`src/hdl/twm_pkg.sv`:
```
/*
 two-wire master port: register map, field positions, reset values,
 state encoding and carriers shared by the design.
 assumes a cpu register port with 8-bit data and 3-bit address.
*/
package twm_pkg;
    // register offsets
    localparam logic [2:0] ADDR_BUF = 3'h0;
    localparam logic [2:0] ADDR_STAT = 3'h1;
    localparam logic [2:0] ADDR_CTRL2 = 3'h2;
    localparam logic [2:0] ADDR_BAUD = 3'h3;
    localparam logic [2:0] ADDR_IRQ = 3'h4;
    localparam logic [2:0] ADDR_MASK = 3'h5;
    localparam logic [2:0] ADDR_CTRL1 = 3'h6;
    // status register bits
    localparam int STAT_FULL = 0;
    localparam int STAT_OVF = 1;
    localparam int STAT_WRITE_COLLISION_FLAG = 2;
    // control register 2 bits
    localparam int CTRL2_RCV = 3;
    localparam int CTRL2_ACKEN = 4;
    localparam int CTRL2_ACKDATA = 5;
    localparam int CTRL2_ACKSTAT = 6;
    // control register 1 bits
    localparam int CTRL1_ENABLE = 0;
    localparam int CTRL1_SLEEP = 1;
    // interrupt status bits
    localparam int IRQ_PORT = 0;
    localparam int IRQ_OVF = 1;
    localparam int IRQ_WRITE_COLLISION_FLAG = 2;
    localparam int IRQ_WIDTH = 3;
    // widths and reset values
    localparam int BAUD_WIDTH = 7;
    localparam int BYTE_BITS = 8;
    localparam logic [6:0] BAUD_RESET = 7'h09;
    localparam logic [3:0] BIT_LAST = 4'h8;
    localparam logic [3:0] BIT_ACK = 4'h9;

    typedef enum logic [2:0] {
        ST_IDLE = 3'b000,
        ST_TX = 3'b001,
        ST_RX = 3'b011,
        ST_ACK = 3'b010
    } twm_state_type;

    typedef struct packed {
        logic [2:0] addr;
        logic [7:0] wdata;
        logic write;
        logic read;
    } twm_req_type;

    typedef struct packed {
        logic sclOut;
        logic sclOe;
        logic sdaOut;
        logic sdaOe;
    } twm_pins_type;
endpackage

```
`src/hdl/twm_master.sv`:
```
/*
 two-wire bus master byte engine: transmit, receive, acknowledge,
 clock arbitration, flags and interrupt.
 assumes bus pins are open drain with external pull-ups and that
 scl and sda inputs are already synchronous to sys_clk.
*/
// The address map and the plain strobed port were decided locally.
// Summary of operation
// - writing buffer in transmit sets full; cleared after eight bits shifted
// - buffer write during shifting sets collision flag, write discarded
// - collision flag stays until software clears it
// - transmit: ack status cleared on slave ack, set on no ack
// - receive: each generator rollover toggles clock; data bit sampled once clock seen high
// - after eighth clock: copy byte, flags, stop generator, clock low
// - reading buffer in receive clears full flag
// - setting ack enable after a byte starts ack sequence
// - overflow set when byte completes while full still set
// - generator suspended while released clock not yet sampled high
// - on clock high generator reloads baud value and counts
// - in sleep reception continues; wake on completed byte if enabled
// - reset disables port and aborts transfer
// - transmit: clock low one rollover per bit, data after falling
`timescale 1ns/10ps
`default_nettype none
module twm_master
(
    // clock and reset
    input wire logic sys_clk,
    input wire logic reset_n,
    // register port
    input wire twm_pkg::twm_req_type req,
    output logic [7:0] rdata,
    // bus pins
    input wire logic sclIn,
    input wire logic sdaIn,
    output twm_pkg::twm_pins_type pins,
    // system
    output logic irq,
    output logic wake
);
    twm_pkg::twm_state_type state;
    logic [6:0] baudReload;
    logic [6:0] baudCount;
    logic [7:0] shiftReg;
    logic [7:0] transferBuf;
    logic [3:0] bitCount;
    logic sclHigh;
    logic waitHigh;
    logic bufferFull;
    logic overflow;
    logic writeCollision;
    logic ackStatus;
    logic ackData;
    logic portEnable;
    logic sleepMode;
    logic [2:0] irqStatus;
    logic [2:0] irqMask;
    logic rollover;
    logic busy;
    logic wrBuf;
    logic rdBuf;
    logic byteDone;
    logic ackDone;
    logic rxStart;
    logic ackStart;
    logic [2:0] next_irqStatus;

    assign busy = (state != twm_pkg::ST_IDLE);
    assign wrBuf = req.write && req.addr == twm_pkg::ADDR_BUF;
    assign rdBuf = req.read && req.addr == twm_pkg::ADDR_BUF;
    assign rollover = busy && !waitHigh && baudCount == 7'h00;
    assign rxStart = portEnable && !busy && req.write &&
        req.addr == twm_pkg::ADDR_CTRL2 &&
        req.wdata[twm_pkg::CTRL2_RCV];
    assign ackStart = portEnable && !busy && req.write &&
        req.addr == twm_pkg::ADDR_CTRL2 &&
        req.wdata[twm_pkg::CTRL2_ACKEN] &&
        !req.wdata[twm_pkg::CTRL2_RCV];
    // fall that completes the eighth (rx) or ninth (tx) clock
    assign byteDone = rollover && sclHigh && (
        (state == twm_pkg::ST_RX &&
        (bitCount + 4'h1) == twm_pkg::BIT_LAST) ||
        (state == twm_pkg::ST_TX &&
        (bitCount + 4'h1) == twm_pkg::BIT_ACK));
    assign ackDone = rollover && sclHigh && state == twm_pkg::ST_ACK;

    // configuration registers
    always_ff @(posedge sys_clk or negedge reset_n)
    begin
        if (!reset_n)
        begin
            baudReload <= twm_pkg::BAUD_RESET;
            portEnable <= 1'b0;
            sleepMode <= 1'b0;
            ackData <= 1'b0;
            irqMask <= 3'h0;
        end
        else if (req.write)
        begin
            unique case (req.addr)
                twm_pkg::ADDR_BAUD: baudReload <= req.wdata[6:0];
                twm_pkg::ADDR_MASK: irqMask <= req.wdata[2:0];
                twm_pkg::ADDR_CTRL2:
                    ackData <= req.wdata[twm_pkg::CTRL2_ACKDATA];
                twm_pkg::ADDR_CTRL1:
                begin
                    portEnable <= req.wdata[twm_pkg::CTRL1_ENABLE];
                    sleepMode <= req.wdata[twm_pkg::CTRL1_SLEEP];
                end
                default: ;
            endcase
        end
    end

    // sequencer and shifting
    always_ff @(posedge sys_clk or negedge reset_n)
    begin
        if (!reset_n)
        begin
            state <= twm_pkg::ST_IDLE;
            shiftReg <= 8'h00;
            bitCount <= 4'h0;
            sclHigh <= 1'b0;
            waitHigh <= 1'b0;
            baudCount <= 7'h00;
        end
        else if (!portEnable)
        begin
            state <= twm_pkg::ST_IDLE;
            sclHigh <= 1'b0;
            waitHigh <= 1'b0;
        end
        else if (!busy)
        begin
            bitCount <= 4'h0;
            sclHigh <= 1'b0;
            waitHigh <= 1'b0;
            baudCount <= baudReload;
            if (wrBuf)
            begin
                state <= twm_pkg::ST_TX;
                shiftReg <= req.wdata;
            end
            else if (rxStart)
                state <= twm_pkg::ST_RX;
            else if (ackStart)
                state <= twm_pkg::ST_ACK;
        end
        else if (waitHigh)
        begin
            // a stretching slave holds scl low; no counting meanwhile
            if (sclIn)
            begin
                waitHigh <= 1'b0;
                baudCount <= baudReload;
                // sample only once scl is seen high, after any stretch
                if (state == twm_pkg::ST_RX)
                    shiftReg <= {shiftReg[6:0], sdaIn};
            end
        end
        else if (!rollover)
            baudCount <= baudCount - 7'h01;
        else
        begin
            baudCount <= baudReload;
            sclHigh <= !sclHigh;
            if (!sclHigh)
                waitHigh <= 1'b1;
            else
            begin
                bitCount <= bitCount + 4'h1;
                if (state == twm_pkg::ST_TX && bitCount < twm_pkg::BIT_LAST)
                    shiftReg <= {shiftReg[6:0], 1'b0};
                if (byteDone || ackDone)
                    state <= twm_pkg::ST_IDLE;
            end
        end
    end

    // buffer, full flag and acknowledge status
    always_ff @(posedge sys_clk or negedge reset_n)
    begin
        if (!reset_n)
        begin
            transferBuf <= 8'h00;
            bufferFull <= 1'b0;
            ackStatus <= 1'b0;
        end
        else
        begin
            if (wrBuf && !busy && portEnable)
            begin
                transferBuf <= req.wdata;
                bufferFull <= 1'b1;
            end
            else if (state == twm_pkg::ST_RX && byteDone)
            begin
                transferBuf <= shiftReg;
                bufferFull <= 1'b1;
            end
            else if (state == twm_pkg::ST_TX && rollover && sclHigh &&
                bitCount == 4'h7)
                bufferFull <= 1'b0;
            else if (rdBuf)
                bufferFull <= 1'b0;
            // read as the ninth clock falls, while the slave still drives
            if (state == twm_pkg::ST_TX && rollover && sclHigh &&
                bitCount == twm_pkg::BIT_LAST)
                ackStatus <= sdaIn;
        end
    end

    // sticky flags: hardware set wins over software clear
    always_comb
    begin
        next_irqStatus = irqStatus;
        if (req.write && req.addr == twm_pkg::ADDR_IRQ)
            next_irqStatus = irqStatus & ~req.wdata[2:0];
        if (byteDone || ackDone)
            next_irqStatus[twm_pkg::IRQ_PORT] = 1'b1;
        if (state == twm_pkg::ST_RX && byteDone && bufferFull && !rdBuf)
            next_irqStatus[twm_pkg::IRQ_OVF] = 1'b1;
        if (wrBuf && busy)
            next_irqStatus[twm_pkg::IRQ_WRITE_COLLISION_FLAG] = 1'b1;
    end

    always_ff @(posedge sys_clk or negedge reset_n)
    begin
        if (!reset_n)
        begin
            irqStatus <= 3'h0;
            overflow <= 1'b0;
            writeCollision <= 1'b0;
        end
        else
        begin
            irqStatus <= next_irqStatus;
            if (state == twm_pkg::ST_RX && byteDone && bufferFull && !rdBuf)
                overflow <= 1'b1;
            else if (req.write && req.addr == twm_pkg::ADDR_STAT &&
                !req.wdata[twm_pkg::STAT_OVF])
                overflow <= 1'b0;
            if (wrBuf && busy)
                writeCollision <= 1'b1;
            else if (req.write && req.addr == twm_pkg::ADDR_STAT &&
                !req.wdata[twm_pkg::STAT_WRITE_COLLISION_FLAG])
                writeCollision <= 1'b0;
        end
    end

    // pins, read data and interrupt outputs, all registered
    always_ff @(posedge sys_clk or negedge reset_n)
    begin
        if (!reset_n)
        begin
            pins <= '0;
            rdata <= 8'h00;
            irq <= 1'b0;
            wake <= 1'b0;
        end
        else
        begin
            pins.sclOut <= 1'b0;
            pins.sdaOut <= 1'b0;
            // scl is pulled low whenever enabled and not released
            pins.sclOe <= portEnable && !sclHigh;
            unique case (state)
                twm_pkg::ST_TX:
                    pins.sdaOe <= bitCount < twm_pkg::BIT_LAST &&
                        !shiftReg[7];
                twm_pkg::ST_ACK: pins.sdaOe <= !ackData;
                default: pins.sdaOe <= 1'b0;
            endcase
            irq <= |(next_irqStatus & irqMask);
            wake <= sleepMode && next_irqStatus[twm_pkg::IRQ_PORT] &&
                irqMask[twm_pkg::IRQ_PORT];
            rdata <= 8'h00;
            if (req.read)
            begin
                unique case (req.addr)
                    twm_pkg::ADDR_BUF: rdata <= transferBuf;
                    twm_pkg::ADDR_STAT: rdata <= {5'h00, writeCollision,
                        overflow, bufferFull};
                    twm_pkg::ADDR_CTRL2: rdata <= {1'b0, ackStatus,
                        ackData, state == twm_pkg::ST_ACK,
                        state == twm_pkg::ST_RX, 3'h0};
                    twm_pkg::ADDR_BAUD: rdata <= {1'b0, baudReload};
                    twm_pkg::ADDR_IRQ: rdata <= {5'h00, irqStatus};
                    twm_pkg::ADDR_MASK: rdata <= {5'h00, irqMask};
                    twm_pkg::ADDR_CTRL1: rdata <= {6'h00, sleepMode,
                        portEnable};
                    default: rdata <= 8'h00;
                endcase
            end
        end
    end

    a_rx_enable_idle: assert property (@(posedge sys_clk)
        disable iff (!reset_n)
        busy && req.write && req.addr == twm_pkg::ADDR_CTRL2 |=>
        $stable(state) || state == twm_pkg::ST_IDLE)
        else $error("receive enable taken while busy");
    a_write_collision_flag_sticky: assert property (@(posedge sys_clk)
        disable iff (!reset_n)
        writeCollision && !(req.write && req.addr == twm_pkg::ADDR_STAT)
        |=> writeCollision)
        else $error("collision flag cleared by hardware");
    a_write_collision_flag_discard: assert property (@(posedge sys_clk)
        disable iff (!reset_n)
        wrBuf && busy && !(state == twm_pkg::ST_RX && byteDone) |=>
        writeCollision && $stable(transferBuf))
        else $error("colliding write not discarded");
    a_rx_byte_load: assert property (@(posedge sys_clk)
        disable iff (!reset_n)
        state == twm_pkg::ST_RX && byteDone |=>
        state == twm_pkg::ST_IDLE && bufferFull &&
        transferBuf == $past(shiftReg) && irqStatus[twm_pkg::IRQ_PORT])
        else $error("received byte not completed");
    a_read_clears_full: assert property (@(posedge sys_clk)
        disable iff (!reset_n)
        rdBuf && !busy && !wrBuf |=> !bufferFull)
        else $error("buffer read did not clear full");
    a_overflow_set: assert property (@(posedge sys_clk)
        disable iff (!reset_n)
        state == twm_pkg::ST_RX && byteDone && bufferFull && !rdBuf
        |=> overflow)
        else $error("overflow not flagged");
    a_stretch_hold: assert property (@(posedge sys_clk)
        disable iff (!reset_n)
        waitHigh && !sclIn && portEnable |=> $stable(baudCount))
        else $error("generator counted during stretch");
    a_reload_high: assert property (@(posedge sys_clk)
        disable iff (!reset_n)
        waitHigh && sclIn && portEnable && busy |=>
        baudCount == $past(baudReload) && !waitHigh)
        else $error("generator not reloaded on clock high");
    a_ack_status: assert property (@(posedge sys_clk)
        disable iff (!reset_n)
        state == twm_pkg::ST_TX && rollover && sclHigh &&
        bitCount == twm_pkg::BIT_LAST |=> ackStatus == $past(sdaIn))
        else $error("ack status not captured");
    a_port_irq_sticky: assert property (@(posedge sys_clk)
        disable iff (!reset_n)
        irqStatus[twm_pkg::IRQ_PORT] && !req.write |=>
        irqStatus[twm_pkg::IRQ_PORT])
        else $error("port interrupt flag lost");
endmodule
`default_nettype wire

```
`config.mk`:
```
export PLATFORM = sky130hd
export DESIGN_NAME = twm_master
export DESIGN_NICKNAME = d
export VERILOG_FILES = /design/src/hdl/twm_pkg.sv /design/src/hdl/twm_master.sv
export SDC_FILE = /design/constraint.sdc
export NUM_CORES = 1
export LEC_CHECK = 0
export BUFFER_PORTS_ARGS = -buffer_cell sky130_fd_sc_hd__buf_4
export CAP_MARGIN = 30
export CORE_MARGIN = 2
export CORE_UTILIZATION = 45
export CTS_BUF_LIST = sky130_fd_sc_hd__clkbuf_16
export DETAILED_ROUTE_END_ITERATION = 16
export PLACE_DENSITY = 0.61
export SLEW_MARGIN = 10
export SYNTH_ARGS = -nofsm -noshare
export SYNTH_HDL_FRONTEND = slang
export SYNTH_SLANG_ARGS = --single-unit
```
`constraint.sdc`:
```
create_clock -name sys_clk -period 2.77 [get_ports sys_clk]
set_input_delay 0.1385 -clock sys_clk [delete_from_list [all_inputs] [get_ports sys_clk]]
set_output_delay 0.1385 -clock sys_clk [all_outputs]
set_load 0.01 [all_outputs]
```
==> results.sh, run 1 <==
export IMPL_wl_per_cell_um=17.4
export IMPL_met3_usage=0.0357
export IMPL_cts_sinks=63
export IMPL_initial_core_util=0.469
export IMPL_drt_iter0_drc=211
export IMPL_combPwrFrac=0.190
export IMPL_grt_overflow_total=0
export IMPL_clkTransAtPathRegs_ns=0.06
export IMPL_synthesis_area_um2=3420
export IMPL_holdBufCountCts=1
export IMPL_p_int_mw=2.19
export IMPL_slew_limit_headroom=0.417
export IMPL_syn_to_final_growth_pct=18.0
export IMPL_synthCells=354
export IMPL_p_per_area_nw_per_um2=781
export IMPL_fin_ws_ns=0.394
export IMPL_wirelength_mm=8.40
export IMPL_cp_max_fo=20
export IMPL_status="complete, no violations"
export IMPL_ys_seq_elements=63
export IMPL_final_nets=406
export IMPL_grt_usage=0.215
export IMPL_max_freq_ghz=0.421
export IMPL_die_x_um=91.2
export IMPL_rsz0062_at_grt="no"
export IMPL_vdd_drop_max_mv=0.340
export IMPL_cts_buffers_inserted=9
export IMPL_setup_viol=0
export IMPL_clkPwrFrac=0.394
export IMPL_hpwlAfterDp_mm=5.89
export IMPL_drcViolationCount=0
export IMPL_fill_cells=673
export IMPL_swShare=0.306
export IMPL_min_period_ns=2.38
export IMPL_cts_tree="yes"
export IMPL_skew_ns=0.00501
export IMPL_seqPwrFrac=0.416
export IMPL_cts_root_buf="clkbuf_16"
export IMPL_worstMarginPinSlew_ns=0.868
export IMPL_hp_class="input pin to flip-flop"
export IMPL_yosysUniqueCellTypes=53
export IMPL_switching_power_uw=966
export IMPL_cts_repair_resize_count=0
export IMPL_die_area_um2=8310
export IMPL_vias=2754
export IMPL_met2_usage=0.314
export IMPL_vias_per_cell=5.69
export IMPL_ys_seq_area_frac=0.462
export IMPL_crit_type="flip-flop to flip-flop"
export IMPL_async_reset_ff_frac=1.00
export IMPL_maxCapViolations=0
export IMPL_ant_nets=0
export IMPL_p_leak_nw=1.80
export IMPL_slew_violations=0
export IMPL_avgSynthCellArea_um2=9.66
export IMPL_antenna_found_initial=0
export IMPL_drive_gt1_frac=0.190
export IMPL_pre_cts_slack_ns=0.456
export IMPL_core_um2=7290
export IMPL_grt_pass1_vias=2666
export IMPL_ios=31
export IMPL_die_height_um=91.2
export IMPL_finalHoldViolCount=0
export IMPL_timing_critical_path_to_type="flip-flop"
export IMPL_cts_htree_levels=3
export IMPL_startpoint_type="flip-flop"
export IMPL_clock_path_buffers=2
export IMPL_grt_busiest_layer="met1"
export IMPL_grt_max_degree=64
export IMPL_row_count=31
export IMPL_clk_latency_ns=0.33
export IMPL_cp_required_ns=2.93
export IMPL_synth_ff_type="dfrtp_1"
export IMPL_dr_pass1_iters=5
export IMPL_yosysWarnings=0
export IMPL_antenna_cells=0
export IMPL_cp_arrival_ns=2.54
export IMPL_io_buffers=28
export IMPL_postCtsSetupBuffers=0
export IMPL_timing_setup_tns_ns=0
export IMPL_gp_congestion=0.784
export IMPL_synth_edf_count=0
export IMPL_met1_usage=0.319
export IMPL_finalCritPeriodShare=0.858
export IMPL_grt_pass1_wl_mm=14.0
-- layout make-up --
type / count / area, um^2 / area share
Inverter: 12 / 45.0 / 0.0112
Multi-Input combinational cell: 263 / 1720 / 0.427
Clock buffer: 9 / 225 / 0.0558
Timing Repair Buffer: 31 / 235 / 0.0583
Sequential cell: 63 / 1580 / 0.391
Tap cell: 99 / 124 / 0.0307
Clock inverter: 7 / 105 / 0.0260
-- per-layer routing --
layer  part of all wire  wire [um]
met1               0.50       4190
met2               0.44       3730
met3              0.040        333
met4              0.017        146
met5                  0          0
-- final timing paths --
check,startpoint,cells after the start,to,slack (ns)
setup / recovery,state[0],6,shiftReg[0],0.39
hold / removal,sdaIn,2,ackStatus,0.05
setup reg to reg,state[0],6,shiftReg[0],0.39
hold reg to reg,sclHigh,1,pins[2],0.46
max in group asynchronous,reset_n,2,bufferFull,1.82
min in group asynchronous,reset_n,2,rdata[5],0.44
-- critical path: stages (launching register included) --
cell	delay [ns]
dfrtp_1	0.40
inv_1	0.09
ha_1	0.28
buf_4	0.26
a22o_1	0.24
o21ai_1	0.68
o21ai_0	0.26
-- stage by stage --
step | hold WS, ns | power (mW) | cells | util | cell area (um^2)
3_5_place_dp | 0.283 | 1.91 | 467 | 0.507 | 3700
6_report | 0.0521 | 3.15 | 484 | 0.554 | 4040
5_1_grt | 0.0572 | 3.33 | 484 | 0.554 | 4040
4_1_cts | 0.0459 | 3.17 | 484 | 0.554 | 4040
3_3_place_gp | 0.279 | 1.89 | 467 | 0.507 | 3700
2_1_floorplan | -0.157 | 1.69 | 355 | - | 3420
-- flip-flops by register name (all words and copies together) (netlist names), 2 cells and up --
name and count:
baudCount 7, rdata 8, state 2, irqMask 3, shiftReg 8, pins 2, irqStatus 3, bitCount 4
transferBuf 8, baudReload 7
-- power groups by stage --
stage / sequential (mW) / combinational, mW / clock (mW)
6_report: 1.31 / 0.598 / 1.24
5_1_grt: 1.34 / 0.679 / 1.31
4_1_cts: 1.31 / 0.599 / 1.26
3_5_place_dp: 1.33 / 0.587 / 0
3_3_place_gp: 1.32 / 0.573 / 0
2_1_floorplan: 1.25 / 0.444 / 0
-- placed cells by master (no fill, tap or decap), types with 3 or more instances in the layout --
master	instances
a31oi_1	15
clkbuf_16	9
nor3_1	4
ha_1	9
a21oi_1	28
nand4_1	3
a22o_1	3
nand3_1	4
buf_4	30
nand2_1	29
dfrtp_1	61
nor2_1	30
a211oi_1	3
mux2_2	16
or3_1	3
mux2i_1	16
inv_1	12
nor2b_1	10
o22ai_1	5
o21ai_0	32
nand2b_1	7
and3_1	6
-- cell usage after synthesis, drive strengths merged, types with 2 or more instances --
cell	count	area [um^2]
a211oi	3	22.5
a21oi	28	140
a221oi	2	17.5
a22o	3	26.3
a22oi	2	15.0
a31oi	15	93.8
and2	2	12.5
and3	6	37.5
buf	10	51.3
clkbuf	7	26.3
dfrtp	61	1530
dfstp	2	52.6
ha	9	113
inv	12	45.0
mux2	17	191
mux2i	16	160
nand2	29	109
nand2b	7	43.8
nand3	4	20.0
nand3b	2	15.0
nand4	3	18.8
nor2	30	113
nor2b	10	62.6
nor3	5	30.0
nor3b	2	15.0
nor4	4	55.1
o21a	2	15.0
o21ai	35	179
o22a	2	17.5
o22ai	5	31.3
or3	3	18.8
or4b	2	27.5
-- logic make-up after synthesis --
family / after synthesis / synth area share
simple gates: 115 / 0.184
buf+inv: 29 / 0.0358
flops: 63 / 0.462
compound gates: 104 / 0.182
fa+ha+maj: 9 / 0.0329
mux: 33 / 0.103
other cells: 1 / 0.00110
(Power assumes the default switching activity.)
==> run 2, diff against run 1 <==
--- a/config.mk
+++ b/config.mk
@@ -11,7 +11,7 @@
 export CORE_UTILIZATION = 45
 export CTS_BUF_LIST = sky130_fd_sc_hd__clkbuf_16
 export DETAILED_ROUTE_END_ITERATION = 16
-export PLACE_DENSITY = 0.61
+export PLACE_DENSITY_LB_ADDON = 0.12
 export SLEW_MARGIN = 10
 export SYNTH_ARGS = -nofsm -noshare
 export SYNTH_HDL_FRONTEND = slang
==> run 2 against run 1 <==
Total power shrank 1.3%. Via count up 1.3%. Final cell count rose by 0.41%. Design area rose by 0.19%. Clock power shrank 3%. Critical endpoint is now baudCount[1].
==> results.sh, run 2 (synthesized netlist as in run 1, its figures left out) <==
export IMPL_status="complete, no violations"
export IMPL_cp_max_fo=17
export IMPL_gp_congestion=0.814
export IMPL_critPathMaxStageDelay_ns=0.56
export IMPL_drt_iter0_drc=156
export IMPL_hpwlAfterDp_mm=5.92
export IMPL_clk_latency_ns=0.33
export IMPL_crit_path_top_delay_cell="o21ai_2"
export IMPL_setup_viol=0
export IMPL_cts_htree_levels=3
export IMPL_core_um2=7290
export IMPL_path_buf_inv=1
export IMPL_worstMarginPinSlew_ns=0.895
export IMPL_maxCapViolations=0
export IMPL_initial_core_util=0.469
export IMPL_max_freq_ghz=0.441
export IMPL_min_period_ns=2.27
export IMPL_grt_max_degree=64
export IMPL_final_nets=408
export IMPL_wl_per_cell_um=17.3
export IMPL_holdWs_ns=0.0463
export IMPL_p_per_area_nw_per_um2=770
export IMPL_crit_type="flip-flop to flip-flop"
export IMPL_dr_pass1_iters=5
export IMPL_path_cells="inv_1 -> ha_1 -> or3b_2 -> o21ai_2 -> nor2_1 -> a211oi_1 -> a21oi_1"
export IMPL_grt_pass1_vias=2691
export IMPL_antenna_found_initial=0
export IMPL_drive_gt1_frac=0.194
export IMPL_ios=31
export IMPL_die_height_um=91.2
export IMPL_timing_setup_tns_ns=0
export IMPL_cts_tree="yes"
export IMPL_syn_to_final_growth_pct=18.2
export IMPL_clock_path_buffers=2
export IMPL_cts_repair_resize_count=0
export IMPL_combPwrFrac=0.192
export IMPL_die_area_um2=8310
export IMPL_cts_sinks=63
export IMPL_wirelength_mm=8.39
export IMPL_vias_per_cell=5.74
export IMPL_hp_class="input pin to flip-flop"
export IMPL_grt_pass1_wl_mm=13.7
export IMPL_clkPwrFrac=0.386
export IMPL_power_mw=3.11
export IMPL_grt_overflow_total=0
export IMPL_cts_root_buf="clkbuf_16"
export IMPL_postCtsSetupBuffers=0
export IMPL_drcViolationCount=0
export IMPL_vdd_drop_max_mv=0.425
export IMPL_rsz0062_at_grt="no"
export IMPL_die_x_um=91.2
export IMPL_cp_arrival_ns=2.45
export IMPL_seqPwrFrac=0.422
export IMPL_p_int_mw=2.18
export IMPL_startpoint_type="flip-flop"
export IMPL_io_buffers=28
export IMPL_slew_limit_headroom=0.395
export IMPL_layout_commonest_cell="dfrtp_1"
export IMPL_reg_top3="rdata x8, shiftReg x8, transferBuf x8"
export IMPL_finalHoldViolCount=0
export IMPL_cp_top_family="compound AO/OA/AOI/OAI gates"
export IMPL_ant_nets=0
export IMPL_cp_required_ns=2.95
export IMPL_vias=2791
export IMPL_mostFrequentLayoutCells="61 x dfrtp_1, 32 x o21ai_0, 32 x buf_4"
export IMPL_clkTransAtPathRegs_ns=0.05
export IMPL_finalCritPeriodShare=0.819
export IMPL_timing_critical_path_to_type="flip-flop"
export IMPL_post_place_cells=469
export IMPL_swShare=0.300
export IMPL_final_cells=486
export IMPL_row_count=31
export IMPL_p_leak_nw=1.80
export IMPL_antenna_cells=0
export IMPL_cts_buffers_inserted=9
export IMPL_slew_violations=0
export IMPL_grt_usage=0.213
export IMPL_switching_power_uw=934
export IMPL_skew_ns=0.00558
-- run 2: cell count changes in the layout (fill, tap and decap cells not counted), sizes merged --
| cell | change |
|---|---|
| inv | -2 |
| clkinv | +1 |
| clkinvlp | +1 |
| buf | +2 |
-- run 2: what timing repair did --
item	CTS	global route
endpoints found under the setup margin	0	0
endpoints found under the hold margin	61	0
hold buffers	1	0
-- run 2: final timing paths --
path	from	to	slack, ns	cells after the start
max	baudCount[0]	baudCount[1]	0.50	7
min	sdaIn	ackStatus	0.05	2
max reg2reg	baudCount[0]	baudCount[1]	0.50	7
min reg2reg	sclHigh	pins[2]	0.46	1
max in group asynchronous	reset_n	bufferFull	1.79	2
min in group asynchronous	reset_n	bitCount[2]	0.44	2
-- run 2: through the flow --
step / cell area [um^2] / setup WS, ns / utilization
after floorplan: 3420 / 0.734 / -
after global placement: 3710 / 0.623 / 0.509
after detailed placement: 3710 / 0.510 / 0.509
after CTS: 4040 / 0.491 / 0.555
after global routing: 4040 / 0.321 / 0.555
final: 4040 / 0.503 / 0.555
-- run 2: routing by layer --
| layer | wire length [um] | share of wire | global-route usage | vias up |
|---|---|---|---|---|
| met5 | 0 | 0 | 0 | - |
| met4 | 127 | 0.015 | 0.0859 | 0 |
| met3 | 354 | 0.042 | 0.0498 | 12 |
| met2 | 3890 | 0.46 | 0.314 | 75 |
| met1 | 4020 | 0.48 | 0.301 | 1353 |
| li1 | - | - | - | 1351 |
-- run 2: power groups by stage --
stage / clock, mW / combinational, mW / sequential, mW
6_report: 1.20 / 0.598 / 1.31
3_3_place_gp: 0 / 0.581 / 1.32
4_1_cts: 1.23 / 0.599 / 1.31
2_1_floorplan: 0 / 0.444 / 1.25
3_5_place_dp: 0 / 0.595 / 1.32
5_1_grt: 1.28 / 0.678 / 1.34
-- run 2: cell type report --
cell class              instances  area, um^2
clock inverters                 7        97.6
multi-input cells             263        1720
fillers                       664        3250
clock buffers                   9         225
repair buffers                 33         250
well taps                      99         124
inverters                      12        45.0
flip-flops and latches         63        1580
